## src/logic/traffic_monitor_pkg.sv

```systemverilog
package traffic_monitor_pkg;
    localparam int NUM_ENGINES = 4;
    localparam int BEAT_BYTES = 16;
    localparam int DATA_W = 128;
    localparam int KEEP_W = 16;
    localparam int CNT_W = 32;
    localparam int BYTES_W = 5;
    localparam int CLK_PERIOD_NS = 5;
    localparam int INTERVAL_NS = 1_000_000_000;
    localparam int INTERVAL_CYCLES = INTERVAL_NS / CLK_PERIOD_NS;
    // Header DW0 field positions of the first beat
    localparam int FMT_HI = 30;
    localparam int FMT_LO = 29;
    localparam int TYPE_HI = 28;
    localparam int TYPE_LO = 24;
    localparam logic [1:0] FMT_DATA_3DW = 2'h2;
    localparam logic [1:0] FMT_DATA_4DW = 2'h3;
    localparam logic [4:0] TYPE_MEM = 5'h00;
    localparam logic [4:0] TYPE_CPL = 5'h0a;
    localparam logic [BYTES_W-1:0] HDR_3DW_BYTES = 5'h0c;
    localparam logic [BYTES_W-1:0] HDR_4DW_BYTES = 5'h10;
    localparam logic [CNT_W-1:0] CNT_RESET = 32'h0000_0000;
endpackage

```

## src/logic/pcie_dma_traffic_monitor.sv

```systemverilog
module pcie_dma_traffic_monitor
    import traffic_monitor_pkg::*;
#(
    parameter int TICK_CYCLES = INTERVAL_CYCLES
) (
    input wire logic ref_clk,
    input wire logic reset_n,
    input wire logic [NUM_ENGINES-1:0] eng_tvalid,
    input wire logic [NUM_ENGINES-1:0] eng_tready,
    input wire logic [NUM_ENGINES*KEEP_W-1:0] eng_tkeep,
    input wire logic tx_tvalid,
    input wire logic tx_tready,
    input wire logic tx_tlast,
    input wire logic [KEEP_W-1:0] tx_tkeep,
    input wire logic [DATA_W-1:0] tx_tdata,
    input wire logic rx_tvalid,
    input wire logic rx_tready,
    input wire logic rx_tlast,
    input wire logic [KEEP_W-1:0] rx_tkeep,
    input wire logic [DATA_W-1:0] rx_tdata,
    output logic [NUM_ENGINES*CNT_W-1:0] eng_byte_count,
    output logic [CNT_W-1:0] tx_all_count,
    output logic [CNT_W-1:0] rx_all_count,
    output logic [CNT_W-1:0] tx_payload_count,
    output logic [CNT_W-1:0] rx_payload_count,
    output logic interval_tick
);
    function automatic logic [BYTES_W-1:0] keep_bytes(input logic [KEEP_W-1:0] keep);
        logic [BYTES_W-1:0] n;
        n = '0;
        for (int i = 0; i < KEEP_W; i++) begin
            n = n + BYTES_W'(keep[i]);
        end
        return n;
    endfunction

    function automatic logic [BYTES_W-1:0] hdr_bytes(input logic [DATA_W-1:0] data);
        return data[FMT_LO] ? HDR_4DW_BYTES : HDR_3DW_BYTES;
    endfunction

    localparam logic [CNT_W-1:0] TICK_LAST = CNT_W'(TICK_CYCLES - 1);

    logic [CNT_W-1:0] tmr_q;
    logic tick;
    logic tx_beat;
    logic rx_beat;
    logic tx_in_pkt_q;
    logic rx_in_pkt_q;
    logic tx_match_q;
    logic rx_match_q;
    logic tx_sop_match;
    logic rx_sop_match;
    logic [BYTES_W-1:0] tx_bytes;
    logic [BYTES_W-1:0] rx_bytes;
    logic [BYTES_W-1:0] tx_pay_bytes;
    logic [BYTES_W-1:0] rx_pay_bytes;
    logic tx_pay_valid;
    logic rx_pay_valid;

    // One-second interval timer
    always_ff @(posedge ref_clk) begin
        if (!reset_n) begin
            tmr_q <= CNT_RESET;
        end else if (tick) begin
            tmr_q <= CNT_RESET;
        end else begin
            tmr_q <= tmr_q + CNT_W'(1);
        end
    end

    assign tick = (tmr_q == TICK_LAST);
    assign interval_tick = tick;

    assign tx_beat = tx_tvalid && tx_tready;
    assign rx_beat = rx_tvalid && rx_tready;
    assign tx_bytes = keep_bytes(tx_tkeep);
    assign rx_bytes = keep_bytes(rx_tkeep);

    // Packet framing: first accepted beat after tlast carries the header
    always_ff @(posedge ref_clk) begin
        if (!reset_n) begin
            tx_in_pkt_q <= 1'b0;
        end else if (tx_beat) begin
            tx_in_pkt_q <= !tx_tlast;
        end
    end

    always_ff @(posedge ref_clk) begin
        if (!reset_n) begin
            rx_in_pkt_q <= 1'b0;
        end else if (rx_beat) begin
            rx_in_pkt_q <= !rx_tlast;
        end
    end

    // Memory write with data, either header size
    assign tx_sop_match = tx_tdata[FMT_HI] && (tx_tdata[TYPE_HI:TYPE_LO] == TYPE_MEM);
    // Completion with data
    assign rx_sop_match = (rx_tdata[FMT_HI:FMT_LO] == FMT_DATA_3DW)
                          && (rx_tdata[TYPE_HI:TYPE_LO] == TYPE_CPL);

    always_ff @(posedge ref_clk) begin
        if (!reset_n) begin
            tx_match_q <= 1'b0;
        end else if (tx_beat && !tx_in_pkt_q) begin
            tx_match_q <= tx_sop_match;
        end
    end

    always_ff @(posedge ref_clk) begin
        if (!reset_n) begin
            rx_match_q <= 1'b0;
        end else if (rx_beat && !rx_in_pkt_q) begin
            rx_match_q <= rx_sop_match;
        end
    end

    // Header bytes of the first beat are stripped from the payload
    always_comb begin
        tx_pay_valid = 1'b0;
        tx_pay_bytes = '0;
        if (tx_beat && !tx_in_pkt_q) begin
            tx_pay_valid = tx_sop_match;
            if (tx_bytes > hdr_bytes(tx_tdata)) begin
                tx_pay_bytes = tx_bytes - hdr_bytes(tx_tdata);
            end
        end else if (tx_beat) begin
            tx_pay_valid = tx_match_q;
            tx_pay_bytes = tx_bytes;
        end
    end

    always_comb begin
        rx_pay_valid = 1'b0;
        rx_pay_bytes = '0;
        if (rx_beat && !rx_in_pkt_q) begin
            rx_pay_valid = rx_sop_match;
            if (rx_bytes > HDR_3DW_BYTES) begin
                rx_pay_bytes = rx_bytes - HDR_3DW_BYTES;
            end
        end else if (rx_beat) begin
            rx_pay_valid = rx_match_q;
            rx_pay_bytes = rx_bytes;
        end
    end

    genvar g;
    generate
        for (g = 0; g < NUM_ENGINES; g++) begin : g_eng
            // Only handshaken user-side beats count as delivered
            byte_accumulator u_eng_acc (
                .ref_clk(ref_clk),
                .reset_n(reset_n),
                .add_valid(eng_tvalid[g] && eng_tready[g]),
                .add_bytes(keep_bytes(eng_tkeep[g*KEEP_W +: KEEP_W])),
                .tick(tick),
                .total_q(eng_byte_count[g*CNT_W +: CNT_W])
            );
        end
    endgenerate

    byte_accumulator u_tx_all (
        .ref_clk(ref_clk),
        .reset_n(reset_n),
        .add_valid(tx_beat),
        .add_bytes(tx_bytes),
        .tick(tick),
        .total_q(tx_all_count)
    );

    byte_accumulator u_rx_all (
        .ref_clk(ref_clk),
        .reset_n(reset_n),
        .add_valid(rx_beat),
        .add_bytes(rx_bytes),
        .tick(tick),
        .total_q(rx_all_count)
    );

    byte_accumulator u_tx_pay (
        .ref_clk(ref_clk),
        .reset_n(reset_n),
        .add_valid(tx_pay_valid),
        .add_bytes(tx_pay_bytes),
        .tick(tick),
        .total_q(tx_payload_count)
    );

    byte_accumulator u_rx_pay (
        .ref_clk(ref_clk),
        .reset_n(reset_n),
        .add_valid(rx_pay_valid),
        .add_bytes(rx_pay_bytes),
        .tick(tick),
        .total_q(rx_payload_count)
    );

    property p_eng_hold;
        @(posedge ref_clk) disable iff (!reset_n)
        !tick |=> $stable(eng_byte_count);
    endproperty
    a_eng_hold: assert property (p_eng_hold) else $error("engine count moved mid-interval");

    property p_tx_all;
        @(posedge ref_clk) disable iff (!reset_n)
        tick && tx_beat |=> tx_all_count >= CNT_W'($past(tx_bytes));
    endproperty
    a_tx_all: assert property (p_tx_all) else $error("tx beat missing from total");

    property p_rx_all;
        @(posedge ref_clk) disable iff (!reset_n)
        tick && rx_beat |=> rx_all_count >= CNT_W'($past(rx_bytes));
    endproperty
    a_rx_all: assert property (p_rx_all) else $error("rx beat missing from total");

    property p_tx_pay;
        @(posedge ref_clk) disable iff (!reset_n)
        tx_payload_count <= tx_all_count;
    endproperty
    a_tx_pay: assert property (p_tx_pay) else $error("tx payload above total");

    property p_rx_pay;
        @(posedge ref_clk) disable iff (!reset_n)
        rx_payload_count <= rx_all_count;
    endproperty
    a_rx_pay: assert property (p_rx_pay) else $error("rx payload above total");

    property p_tick_restart;
        @(posedge ref_clk) disable iff (!reset_n)
        tick |=> tmr_q == CNT_RESET ##1 tmr_q == CNT_W'(1);
    endproperty
    a_tick_restart: assert property (p_tick_restart) else $error("interval timer slipped");

    property p_tx_hold;
        @(posedge ref_clk) disable iff (!reset_n)
        !tick |=> $stable(tx_all_count) && $stable(rx_payload_count);
    endproperty
    a_tx_hold: assert property (p_tx_hold) else $error("counter moved mid-interval");

    property p_cpl_pay;
        @(posedge ref_clk) disable iff (!reset_n)
        rx_beat && !rx_in_pkt_q && !rx_sop_match |-> !rx_pay_valid;
    endproperty
    a_cpl_pay: assert property (p_cpl_pay) else $error("non-completion counted");

    c_tick: cover property (@(posedge ref_clk) disable iff (!reset_n) tick);
    c_mwr: cover property (@(posedge ref_clk) disable iff (!reset_n) tx_pay_valid ##1 tx_pay_valid);
    c_cpl: cover property (@(posedge ref_clk) disable iff (!reset_n) rx_pay_valid && tick);
endmodule // pcie_dma_traffic_monitor

```

## src/logic/byte_accumulator.sv

```systemverilog
module byte_accumulator
    import traffic_monitor_pkg::*;
(
    input wire logic ref_clk,
    input wire logic reset_n,
    input wire logic add_valid,
    input wire logic [BYTES_W-1:0] add_bytes,
    input wire logic tick,
    output logic [CNT_W-1:0] total_q
);
    logic [CNT_W-1:0] acc_q;
    logic [CNT_W-1:0] sum;

    // Current beat joins the closing interval so nothing falls between
    assign sum = add_valid ? acc_q + CNT_W'(add_bytes) : acc_q;

    always_ff @(posedge ref_clk) begin
        if (!reset_n) begin
            acc_q <= CNT_RESET;
        end else if (tick) begin
            acc_q <= CNT_RESET;
        end else begin
            acc_q <= sum;
        end
    end

    always_ff @(posedge ref_clk) begin
        if (!reset_n) begin
            total_q <= CNT_RESET;
        end else if (tick) begin
            total_q <= sum;
        end
    end

    property p_snapshot;
        @(posedge ref_clk) disable iff (!reset_n)
        tick |=> total_q == $past(sum);
    endproperty
    a_snapshot: assert property (p_snapshot) else $error("snapshot lost bytes");

    property p_restart;
        @(posedge ref_clk) disable iff (!reset_n)
        tick |=> acc_q == CNT_RESET;
    endproperty
    a_restart: assert property (p_restart) else $error("accumulator not restarted");
endmodule // byte_accumulator

```

## config.mk

```make
export PLATFORM = sky130hd
export DESIGN_NAME = pcie_dma_traffic_monitor
export DESIGN_NICKNAME = d
export VERILOG_FILES = /design/src/logic/traffic_monitor_pkg.sv /design/src/logic/pcie_dma_traffic_monitor.sv /design/src/logic/byte_accumulator.sv
export SDC_FILE = /design/constraint.sdc
export NUM_CORES = 1
export LEC_CHECK = 0
export ABC_AREA = 1
export BUFFER_PORTS_ARGS = -buffer_cell sky130_fd_sc_hd__buf_4
export CORE_MARGIN = 2
export CORE_UTILIZATION = 30
export CTS_CLUSTER_SIZE = 8
export DETAILED_ROUTE_END_ITERATION = 12
export GPL_TIMING_DRIVEN = 0
export REMOVE_ABC_BUFFERS = 1
export SLEW_MARGIN = 20
export SYNTH_ARGS = -nofsm -noshare
export SYNTH_HDL_FRONTEND = slang
export SYNTH_SLANG_ARGS = --single-unit
```

## constraint.sdc

```tcl
create_clock -name ref_clk -period 7.7 [get_ports ref_clk]
set_input_delay 1.155 -clock ref_clk [delete_from_list [all_inputs] [get_ports ref_clk]]
set_output_delay 1.155 -clock ref_clk [all_outputs]
set_load 0.02 [all_outputs]
```

; ---- After elaboration in Yosys (flattened, before gate mapping)
; Cells that the tools add are included.
[op_classes]
addsub = 101
order_cmp = 2
n_eq_ne = 3
mux = 19
bitwise = 1
n_reduce_logical = 16
[op_table]
columns = op, n
row1 = adder 5 x 1 -> 5 bit, 66
row2 = adder 32 x 5 -> 32 bit, 8
row3 = 2-to-1 mux 32 bit, 8
row4 = 2-to-1 mux 5 bit, 7
row5 = adder 32 x 1 -> 32 bit (second input constant), 1
row6 = == test 32 x 28 -> 1 bit (second input constant), 1
row7 = adder 4 x 1 -> 5 bit, 6
row8 = adder 3 x 1 -> 4 bit, 6
row9 = adder 2 x 1 -> 3 bit, 6
row10 = adder 1 x 1 -> 2 bit, 6
row11 = logical AND 1 bit, 10
row12 = == test 5 x 4 -> 1 bit (second input constant), 1
row13 = > comparator 5 x 4 -> 1 bit (second input constant), 1
row14 = > comparator 5 bit, 1
row15 = zero test 5 bit, 1
row16 = subtractor 5 x 4 -> 5 bit (second input constant), 1
row17 = subtractor 5 bit, 1
row18 = zero test 1 bit, 4
row19 = 2-to-1 mux 1 bit, 4
row20 = == test 2 bit (second input constant), 1
row21 = OR reduction 2 bit, 1
row22 = inverter 1 bit, 1
[word_totals]
reg_bits = 548
inputBits = 368
output_inout_bits = 257
elab_cells = 163

; ---- Logic depth before layout (Yosys ltp)
; Gate-level depths: netlist of the first run.
[logic_depth]
word_depth = 20
depth_mapped = 36
depth_no_buf = 36

; ---- Cells and area by module
; From an unflattened synthesis of the first run, not the netlist that was laid out.
[unflattened]
hier_cells = 4227
area_unflattened_um2 = 28916.5
[modules_own_cells]
columns = module, n_inst, cells_each, area_per_inst_um2, seq_area_each_um2
row1 = byte_accumulator at g_eng[0].u_eng_acc ..., 5, 446, 3021.6, 1281.2
row2 = byte_accumulator at g_eng[2].u_eng_acc ..., 2, 447, 3051.7, 1281.2
row3 = pcie_dma_traffic_monitor, 1, 657, 4658.2, 720.7
row4 = byte_accumulator at g_eng[1].u_eng_acc, 1, 446, 3046.7, 1281.2

; ---- Worst setup path before layout of the first run
; No wires, ideal clock.
[synth_timing]
path_type = input-to-reg
startpoint = input tx_tkeep[0]
endpoint = register u_tx_pay.total_q[14]
setup_time_ps = 113
arrival_ps = 6254
required_time_ps = 7587
path_slack_ps = 1332
cell_stages = 30
n_path_buf = 0
cell_sequence = inv_1 fa_1 fa_1 fa_1 fa_1 inv_1 ha_1 fa_1 nand2_1 a21oi_1 ha_1 nand2_1 o21ai_0 o21ai_0 nand2_1 nand2_1 nor2_1 ha_1 inv_1 fa_1 inv_1 nand3_1 nand3_1 nand2_1 nand2_1 nand2_1 nor2_1 nand3_1 nand3_1 nand2_1
[synth_between]
elab_chain_cells = 20
word_cells_on_any_way = 22
cone_classes = add/sub: 17 / order compare: 1 / mux: 4
[synth_lines]
columns = item, line_no
row1 = start: declaration, pcie_dma_traffic_monitor.sv:14  ; input wire logic [KEEP_W-1:0] tx_tkeep,
row2 = adder 1 x 1 -> 2 bit *, pcie_dma_traffic_monitor.sv:32  ; n = n + BYTES_W'(keep[i]);
row3 = adder 2 x 1 -> 3 bit *, pcie_dma_traffic_monitor.sv:32
row4 = adder 3 x 1 -> 4 bit *, pcie_dma_traffic_monitor.sv:32
row5 = adder 4 x 1 -> 5 bit *, pcie_dma_traffic_monitor.sv:32
row6 = adder 5 x 1 -> 5 bit * (11 in a row), pcie_dma_traffic_monitor.sv:32
row7 = subtractor 5 bit or > comparator 5 bit (tied branches), "pcie_dma_traffic_monitor.sv:125, pcie_dma_traffic_monitor.sv:124"
row8 = 2-to-1 mux 5 bit, pcie_dma_traffic_monitor.sv:124  ; if (tx_bytes > hdr_bytes(tx_tdata)) begin
row9 = 2-to-1 mux 5 bit *, pcie_dma_traffic_monitor.sv:122  ; if (tx_beat && !tx_in_pkt_q) begin
row10 = adder 32 x 5 -> 32 bit *, byte_accumulator.sv:15  ; assign sum = add_valid ? acc_q + CNT_W'(add_bytes) : acc_q;
row11 = 2-to-1 mux 32 bit *, byte_accumulator.sv:15
row12 = end signal: assignment, byte_accumulator.sv:31  ; total_q <= sum;
row13 = end: declaration, byte_accumulator.sv:9  ; output logic [CNT_W-1:0] total_q
; Every way passes the cells marked *; elsewhere a longest branch is shown, timed or not.
; A chain may end at the register's enable or synchronous reset.

; ---- Worst setup path in the final report of the first run
; Ends and elaborated chain as after synthesis.

==> run summary, run 1 <==
Outcome: finished clean
Hold_sp: tmr_q[0]
Die Area: 97700 um^2
GRT Total Usage: 0.173
Vias in the first global route: 26000
Layout area overhead: 22.9%
CTS Buf Count: 79
Synth top area cells: dfxtp_1 (38%), nand2_1 (16%), nand3_1 (8.7%)
Yosys Warn Count: 0
H-tree depth: 3
CTS max path bufs: 3
Vias: 26900
# fillers: 10200
Setup ws final: 1.21 ns
Row count: 113
PostCTS Resize Cnt: 0
Core ar.: 94700 um^2
Post-synth EDFFs: 0
Register bit total from synthesis: 548
MaxCap Viol Count: 0
Crit Path Class: input pin to flip-flop
Layout cells sized above 1: 0.118
Worst-Margin Slew: 0.778 ns
Async S/R FF share, synth: 0
Vias per cell: 4.68
Routability congestion estimate from global placement: 0.882
Post-route ant nets: 0
Port Buf Inserts: 382
DIE WIDTH: 313 um
Most used cell, CP: nand2_1
CP peak stage delay: 0.56 ns
CTS root buf: clkbuf_16
Sw frac: 0.308
RSZ-0062 raised after global routing: false
Routed WL: 85700 um
Max FO, Critical Path: 4
Commonest cells post-synth: nand2_1 (1199), dfxtp_1 (548), nand3_1 (496), inv_1 (468), nor2_1 (466)
Post-Syn Instances: 4109
Post-CTS Setup Inserts: 0
Reg2reg start: g_eng[3].u_eng_acc.acc_q[0]
Starting density of the core: 0.302
Final min period: 6.49 ns
Setup violators final: 0
Leakage dissipation: 15.8 nW
Worst Setup Start Kind: input pin
Hold EP: tmr_q[0]
Register area share after synthesis: 0.384
First-pass GRT wire length: 137000 um
Largest net degree at the start of global routing: 108
Final Hold Violating Endpoints: 0
Synth cell types: 41
Reg2reg setup slack: 3.72 ns
Worst R2R End: g_eng[3].u_eng_acc.total_q[12]
Max VDD drop: 0.000174 V
Final Max Tran Viols: 0
Internal power: 0.00549 W
I/O pin total: 625
Initial antenna violation count: 0
# DRC: 0
Arrival @ worst endpoint: 7.01 ns
Antenna Cells: 0
Synth Area per Inst: 6.95 um^2
Peak Freq: 154 MHz
Clk_skew: 0.0160 ns
Slew margin rel.: 0.480
DP Wirelength: 64100 um
Yosys top cell by area: dfxtp_1
Switching power: 0.00245 W
CTS Hold Buffers Added: 0
Portion of total power attributed to combinational logic: 0.230
Clk_lat worst skew: 0.64 ns
Reg2Reg Depth: 12
Cell family contributing the most delay on the critical path: adder cells
Cell area power density: 226 nW/um^2
Critical Path RT: 8.22 ns
Net count, final: 4982
Crit-path slowest cell: fa_1
Post-place setup slack: 0.537 ns
Synthesized area: 28600 um^2
Die Y-Extent: 313 um
Most common cell in the netlist: nand2_1
Initial DRC count: 1471
Clk pwr share: 0.401
Hold depth: 1
Drt wl/cell: 14.9 um
Num Clock Sinks: 548
Drt first pass iters: 6
Seq pwr share: 0.369
Worst-path clk slew: 0.05 ns
Synth top area share: 0.384
CP Buf/Inv Count: 5
Main synth FF type: dfxtp_1
WHS: 0.449 ns
Crit share post-route: 0.843
CP Capture Type: flip-flop
CTS tree: done
Total grt overflow: 0
Tightest Hold Check Type: flip-flop to flip-flop
## kinds of logic (layout without fill, tap and decap cells)
logic type | after synthesis | after routing | share of synthesized area
AOI/OAI and AO/OA | 316 | 316 | 0.0577
xor gates and xnor gates | 112 | 112 | 0.0343
adders and majority gates | 140 | 140 | 0.0805
buffers and inverters | 604 | 983 | 0.0860
DFF | 548 | 548 | 0.384
muxes | 9 | 9 | 0.00315
and+or+nand+nor | 2380 | 2380 | 0.354
## power groups by stage
| stage | Clock (W) | Sequential [W] | Combinational, W |
|---|---|---|---|
| 3_5_place_dp | 0 | 0.00298 | 0.00183 |
| 4_1_cts | 0.00331 | 0.00293 | 0.00184 |
| 5_1_grt | 0.00342 | 0.00293 | 0.00213 |
| 6_report | 0.00318 | 0.00293 | 0.00183 |
| 2_1_floorplan | 0 | 0.00298 | 0.00133 |
| 3_3_place_gp | 0 | 0.00298 | 0.00179 |
## layer usage
metal,GRT usage,routed length (um)
met1,0.222,39100
met2,0.283,38400
met3,0.0482,6260
met4,0.0551,1940
met5,0,0
## flip-flops by register name, indices dropped and copies added (netlist names)
signal,cells
u_tx_pay.total_q,32
tmr_q,32
g_eng.u_eng_acc.total_q,128
u_rx_pay.acc_q,32
rx_in_pkt_q,1
u_rx_all.total_q,32
u_tx_all.acc_q,32
g_eng.u_eng_acc.acc_q,128
u_tx_all.total_q,32
u_rx_pay.total_q,32
rx_match_q,1
u_rx_all.acc_q,32
u_tx_pay.acc_q,32
tx_match_q,1
tx_in_pkt_q,1
## worst max-delay path by stage
stage | startpoint | end | slack [ns] | cells after the start
final | tx_tkeep[0] | u_tx_pay.total_q[14] | 1.21 | 31
after global routing | tx_tkeep[0] | u_tx_pay.total_q[14] | 0.80 | 31
after CTS | tx_tkeep[0] | u_tx_pay.total_q[14] | 1.23 | 31
after detailed placement | tx_tkeep[0] | u_tx_pay.total_q[14] | 0.54 | 31
after global placement | tmr_q[0] | tmr_q[4] | -21.58 | 8
after floorplan | tmr_q[0] | tmr_q[19] | -6.59 | 8
## stage by stage
stage	cells	utilization	instance area [um^2]	setup TNS [ns]	power, W
after detailed placement	5658	0.348	33000	0	0.00482
after floorplan	3977	-	27900	-1821.88	0.00431
after global placement	5624	0.341	32300	-7380.61	0.00478
after CTS	5753	0.371	35100	0	0.00808
after global routing	5753	0.371	35100	0	0.00848
final	5753	0.371	35100	0	0.00794
## cells in the final DEF (no fill, tap or decap), drive strengths merged, types with 2 or more instances in the layout
cell / synthesis / final
dfxtp: 548 / 548
nor3: 52 / 52
nand4: 81 / 81
buf: 94 / 416
clkinv: 2 / 5
xnor2: 42 / 42
a31oi: 2 / 2
nor2b: 11 / 11
clkbuf: 38 / 89
mux2i: 9 / 9
xor2: 70 / 70
fa: 73 / 73
ha: 67 / 67
o21bai: 20 / 20
nor2: 470 / 470
or2: 11 / 11
inv: 470 / 473
nand3: 497 / 497
a21oi: 122 / 122
nand2: 1202 / 1202
and3: 8 / 8
nor4: 6 / 6
nand3b: 31 / 31
o21ai: 167 / 167
nor3b: 11 / 11
o31ai: 2 / 2
## final cells by class
class | count | area (um^2) | area share
clock buffer | 89 | 2070 | 0.0588
clock inverter | 6 | 86.3 | 0.00246
inverter | 472 | 1770 | 0.0504
multi-input combinational | 2957 | 15200 | 0.432
sequential | 548 | 11000 | 0.312
tap | 1265 | 1580 | 0.0451
timing repair buffer | 416 | 3480 | 0.0991
## worst reg2reg max path, stage by stage (launching register included)
cell     delay [ns]
dfxtp_1        0.30
inv_1          0.06
fa_1           0.57
fa_1           0.43
fa_1           0.49
inv_1          0.05
fa_1           0.41
fa_1           0.58
nand2_1        0.14
nand3_1        0.17
nand3_1        0.25
xor2_1         0.28
o21ai_1        0.11
Note: power is estimated with default switching activity, not from simulation.
==> run 2: changes to the inputs <==
--- a/config.mk
+++ b/config.mk
@@ -5,7 +5,7 @@
 export SDC_FILE = /design/constraint.sdc
 export NUM_CORES = 1
 export LEC_CHECK = 0
-export ABC_AREA = 1
+export ABC_AREA = 0
 export BUFFER_PORTS_ARGS = -buffer_cell sky130_fd_sc_hd__buf_4
 export CORE_MARGIN = 2
 export CORE_UTILIZATION = 30
==> constraint.sdc (replaced) <==
create_clock -name ref_clk -period 6.35 [get_ports ref_clk]
set_input_delay 0.9525 -clock ref_clk [delete_from_list [all_inputs] [get_ports ref_clk]]
set_output_delay 0.9525 -clock ref_clk [all_outputs]
set_load 0.02 [all_outputs]
==> run summary, run 2 <==
Outcome: finished clean
Most frequent cells in the layout: dfxtp_1 (548), nor2_1 (428), buf_4 (422), a21oi_1 (209), o21ai_0 (196)
Final Max Tran Viols: 0 (unchanged)
Hold EP: g_eng[0].u_eng_acc.total_q[2]
Synth top area share: 0.447 (+0.0632)
CP peak stage delay: 0.55 ns (about the same)
Slew margin rel.: 0.271 (-0.209)
Most common cell after layout, fill and taps aside: dfxtp_1
Worst Setup Start Kind: input pin
Setup ws final: 0.101 ns (-1.11 ns)
Initial DRC count: 843 (-43%)
Biggest regs: g_eng.u_eng_acc.acc_q: 128 flops, g_eng.u_eng_acc.total_q: 128 flops
Drt wl/cell: 16.2 um (+8.5%)
Starting density of the core: 0.304 (+0.00201)
DP Wirelength: 48500 um (-24%)
RSZ-0062 raised after global routing: true
Core ar.: 80800 um^2 (-15%)
Synth cell types: 63 (+54%)
Yosys top cell by area: dfxtp_1
Row count: 104 (-8.0%)
Layout cells sized above 1: 0.206 (+0.0887)
Max FO, Critical Path: 5 (+1)
CTS root buf: clkbuf_16
Final Hold Violating Endpoints: 0 (unchanged)
Num Clock Sinks: 548 (unchanged)
Crit share post-route: 0.984
Switching power: 0.00294 W (+20%)
Register bit total from synthesis: 548 (unchanged)
Drt first pass iters: 5 (-1)
Reg2reg start: g_eng[3].u_eng_acc.acc_q[0]
Area occupied by multi-input gates: 13000 um^2 (-15%)
H-tree depth: 3 (unchanged)
CTS tree: done
First-pass GRT wire length: 107000 um (-22%)
Worst-Margin Slew: 1.09 ns (+0.311 ns)
Total grt overflow: 0 (unchanged)
Layout area overhead: 29.2%
Hold depth: 2 (+1)
Vias: 20000 (-26%)
Clk pwr share: 0.390 (-0.011)
Main synth FF type: dfxtp_1
Portion of total power attributed to combinational logic: 0.255 (+0.025)
Critical Path RT: 6.84 ns (-1.38 ns)
Cell area power density: 315 nW/um^2 (+39%)
Largest net degree at the start of global routing: 102 (-5.6%)
Post-synth EDFFs: 0 (unchanged)
GRT Total Usage: 0.157 (-0.0160)
Clk_skew: 0.0213 ns (+0.00525 ns)
CTS max path bufs: 3 (unchanged)
Tightest Hold Check Type: flip-flop to flip-flop
Commonest cells post-synth: dfxtp_1 (548), nor2_1 (430), a21oi_1 (216), o21ai_0 (197), xor2_1 (147)
Routed WL: 67900 um (-21%)
Vias in the first global route: 19300 (-26%)
Synth top area cells: dfxtp_1 (45%), nor2_1 (6.6%), fa_1 (6.0%)
Final min period: 6.25 ns
Yosys Warn Count: 0 (unchanged)
MaxCap Viol Count: 0 (unchanged)
Max VDD drop: 0.000186 V (+6.5%)
Post-route insts no fill: 4200 (-27%)
Die Y-Extent: 290 um (-7.2%)
Fin util: 0.392 (+0.0216)
Reg2reg setup slack: 1.83 ns (-1.89 ns)
Register area share after synthesis: 0.447 (+0.0632)
Peak Freq: 160 MHz
Routability congestion estimate from global placement: 0.787 (-11%)
Port Buf Inserts: 382 (unchanged)
Antenna Cells: 0 (unchanged)
Async S/R FF share, synth: 0 (unchanged)
Synth Area per Inst: 9.01 um^2 (+30%)
Worst R2R End: g_eng[3].u_eng_acc.total_q[28]
Crit-path slowest cell: fa_1
Arrival @ worst endpoint: 6.74 ns (-0.27 ns)
CTS Buf Count: 80 (+1.3%)
Net count, final: 3632 (-27%)
Clk_lat worst skew: 0.62 ns (-0.02 ns)
Reg area: 11000 um^2 (unchanged)
DIE WIDTH: 290 um (-7.2%)
I/O pin total: 625 (unchanged)
Seq pwr share: 0.355 (-0.014)
Synthesized area: 24500 um^2 (-14%)
Initial antenna violation count: 0 (unchanged)
Post-place setup slack: -1.33 ns (-1.86 ns)
Crit Path Class: input pin to flip-flop
Sw frac: 0.294 (-0.0137)
Die Area: 84100 um^2 (-14%)
Hold_sp: g_eng[0].u_eng_acc.total_q[2]
Worst-path clk slew: 0.05 ns (about the same)
Leakage dissipation: 12.9 nW (-18%)
Post-route ant nets: 0 (unchanged)
Reg2Reg Depth: 13 (+1)
WHS: 0.453 ns (+0.00378 ns)
Most common cell in the netlist: dfxtp_1
Cells after DPL: 4076 (-28%)
Internal power: 0.00705 W (+28%)
CP Capture Type: flip-flop
Vias per cell: 4.75 (+1.5%)
Post-Syn Instances: 2723 (-34%)
# fillers: 8101 (-20%)
# DRC: 0 (unchanged)
Setup violators final: 0 (unchanged)
## run 2: cell families after synthesis
group	share of synthesized area
XOR/XNOR	0.0932
adder cells (fa/ha/maj)	0.0937
multiplexers	0.00734
AND/OR/NAND/NOR	0.176
AO/OA/AOI/OAI	0.140
flip-flops	0.447
buffers and inverters	0.0433
## run 2: worst max-delay path by stage
| stage | slack [ns] | end | start |
|---|---|---|---|
| 2_1_floorplan | -3.25 | g_eng[0].u_eng_acc.total_q[0] | tmr_q[0] |
| 3_3_place_gp | -9.94 | u_rx_all.total_q[6] | tmr_q[0] |
| 3_5_place_dp | -1.33 | u_rx_pay.total_q[16] | rx_tkeep[0] |
| 4_1_cts | 0.005 | u_tx_pay.total_q[28] | tx_tkeep[5] |
| 5_1_grt | -0.16 | u_tx_pay.total_q[30] | tx_tkeep[15] |
| 6_report | 0.10 | u_tx_pay.total_q[30] | tx_tkeep[15] |
## run 2: final cells by class
type	instances	area share
multi-input cells	1905	0.409
inverters	134	0.0161
repair buffers	455	0.117
clock inverters	9	0.00525
clock buffers	89	0.0655
well taps	1060	0.0418
flip-flops and latches	548	0.346
## run 2: metal layers
layer	vias up	share of wire	global-route usage
met5	-	0	0
met4	0	0.021	0.0488
met3	80	0.049	0.0325
met1	9430	0.46	0.203
li1	10100	-	-
met2	335	0.47	0.263
## run 2: what timing repair did
action / in CTS / in global routing
hold buffers: 0 / 0
gates cloned: 1 / 0
buffers inserted: 14 / 12
gates resized for setup: 29 / 64
pin swaps: 21 / 56
endpoints found under the setup margin: 97 / 98
## run 2: power by group through the flow
stage | clock, W | combinational (W) | sequential, W
floorplan | 0 | 0.00164 | 0.00361
global placement | 0 | 0.00215 | 0.00362
detailed placement | 0 | 0.00219 | 0.00362
CTS | 0.00404 | 0.00241 | 0.00355
global route | 0.00418 | 0.00288 | 0.00355
finish | 0.00390 | 0.00255 | 0.00355
## run 2: stage by stage
step                      setup TNS (ns)  instance area (um^2)  total power [W]
after CTS                              0                 31300          0.00999
after floorplan                  -421.12                 24000          0.00524
after detailed placement         -118.17                 28800          0.00580
final                                  0                 31700           0.0100
after global placement          -3185.42                 28200          0.00577
after global routing               -1.61                 31700           0.0106
## run 2: critical path: cells and delay by family
kind                       cells  cell delay [ns]
adders and majority gates      9             3.29
AOI/OAI and AO/OA              6             0.98
and+or+nand+nor                4             0.72
buffers and inverters          6             0.42
xor gates and xnor gates       2             0.36
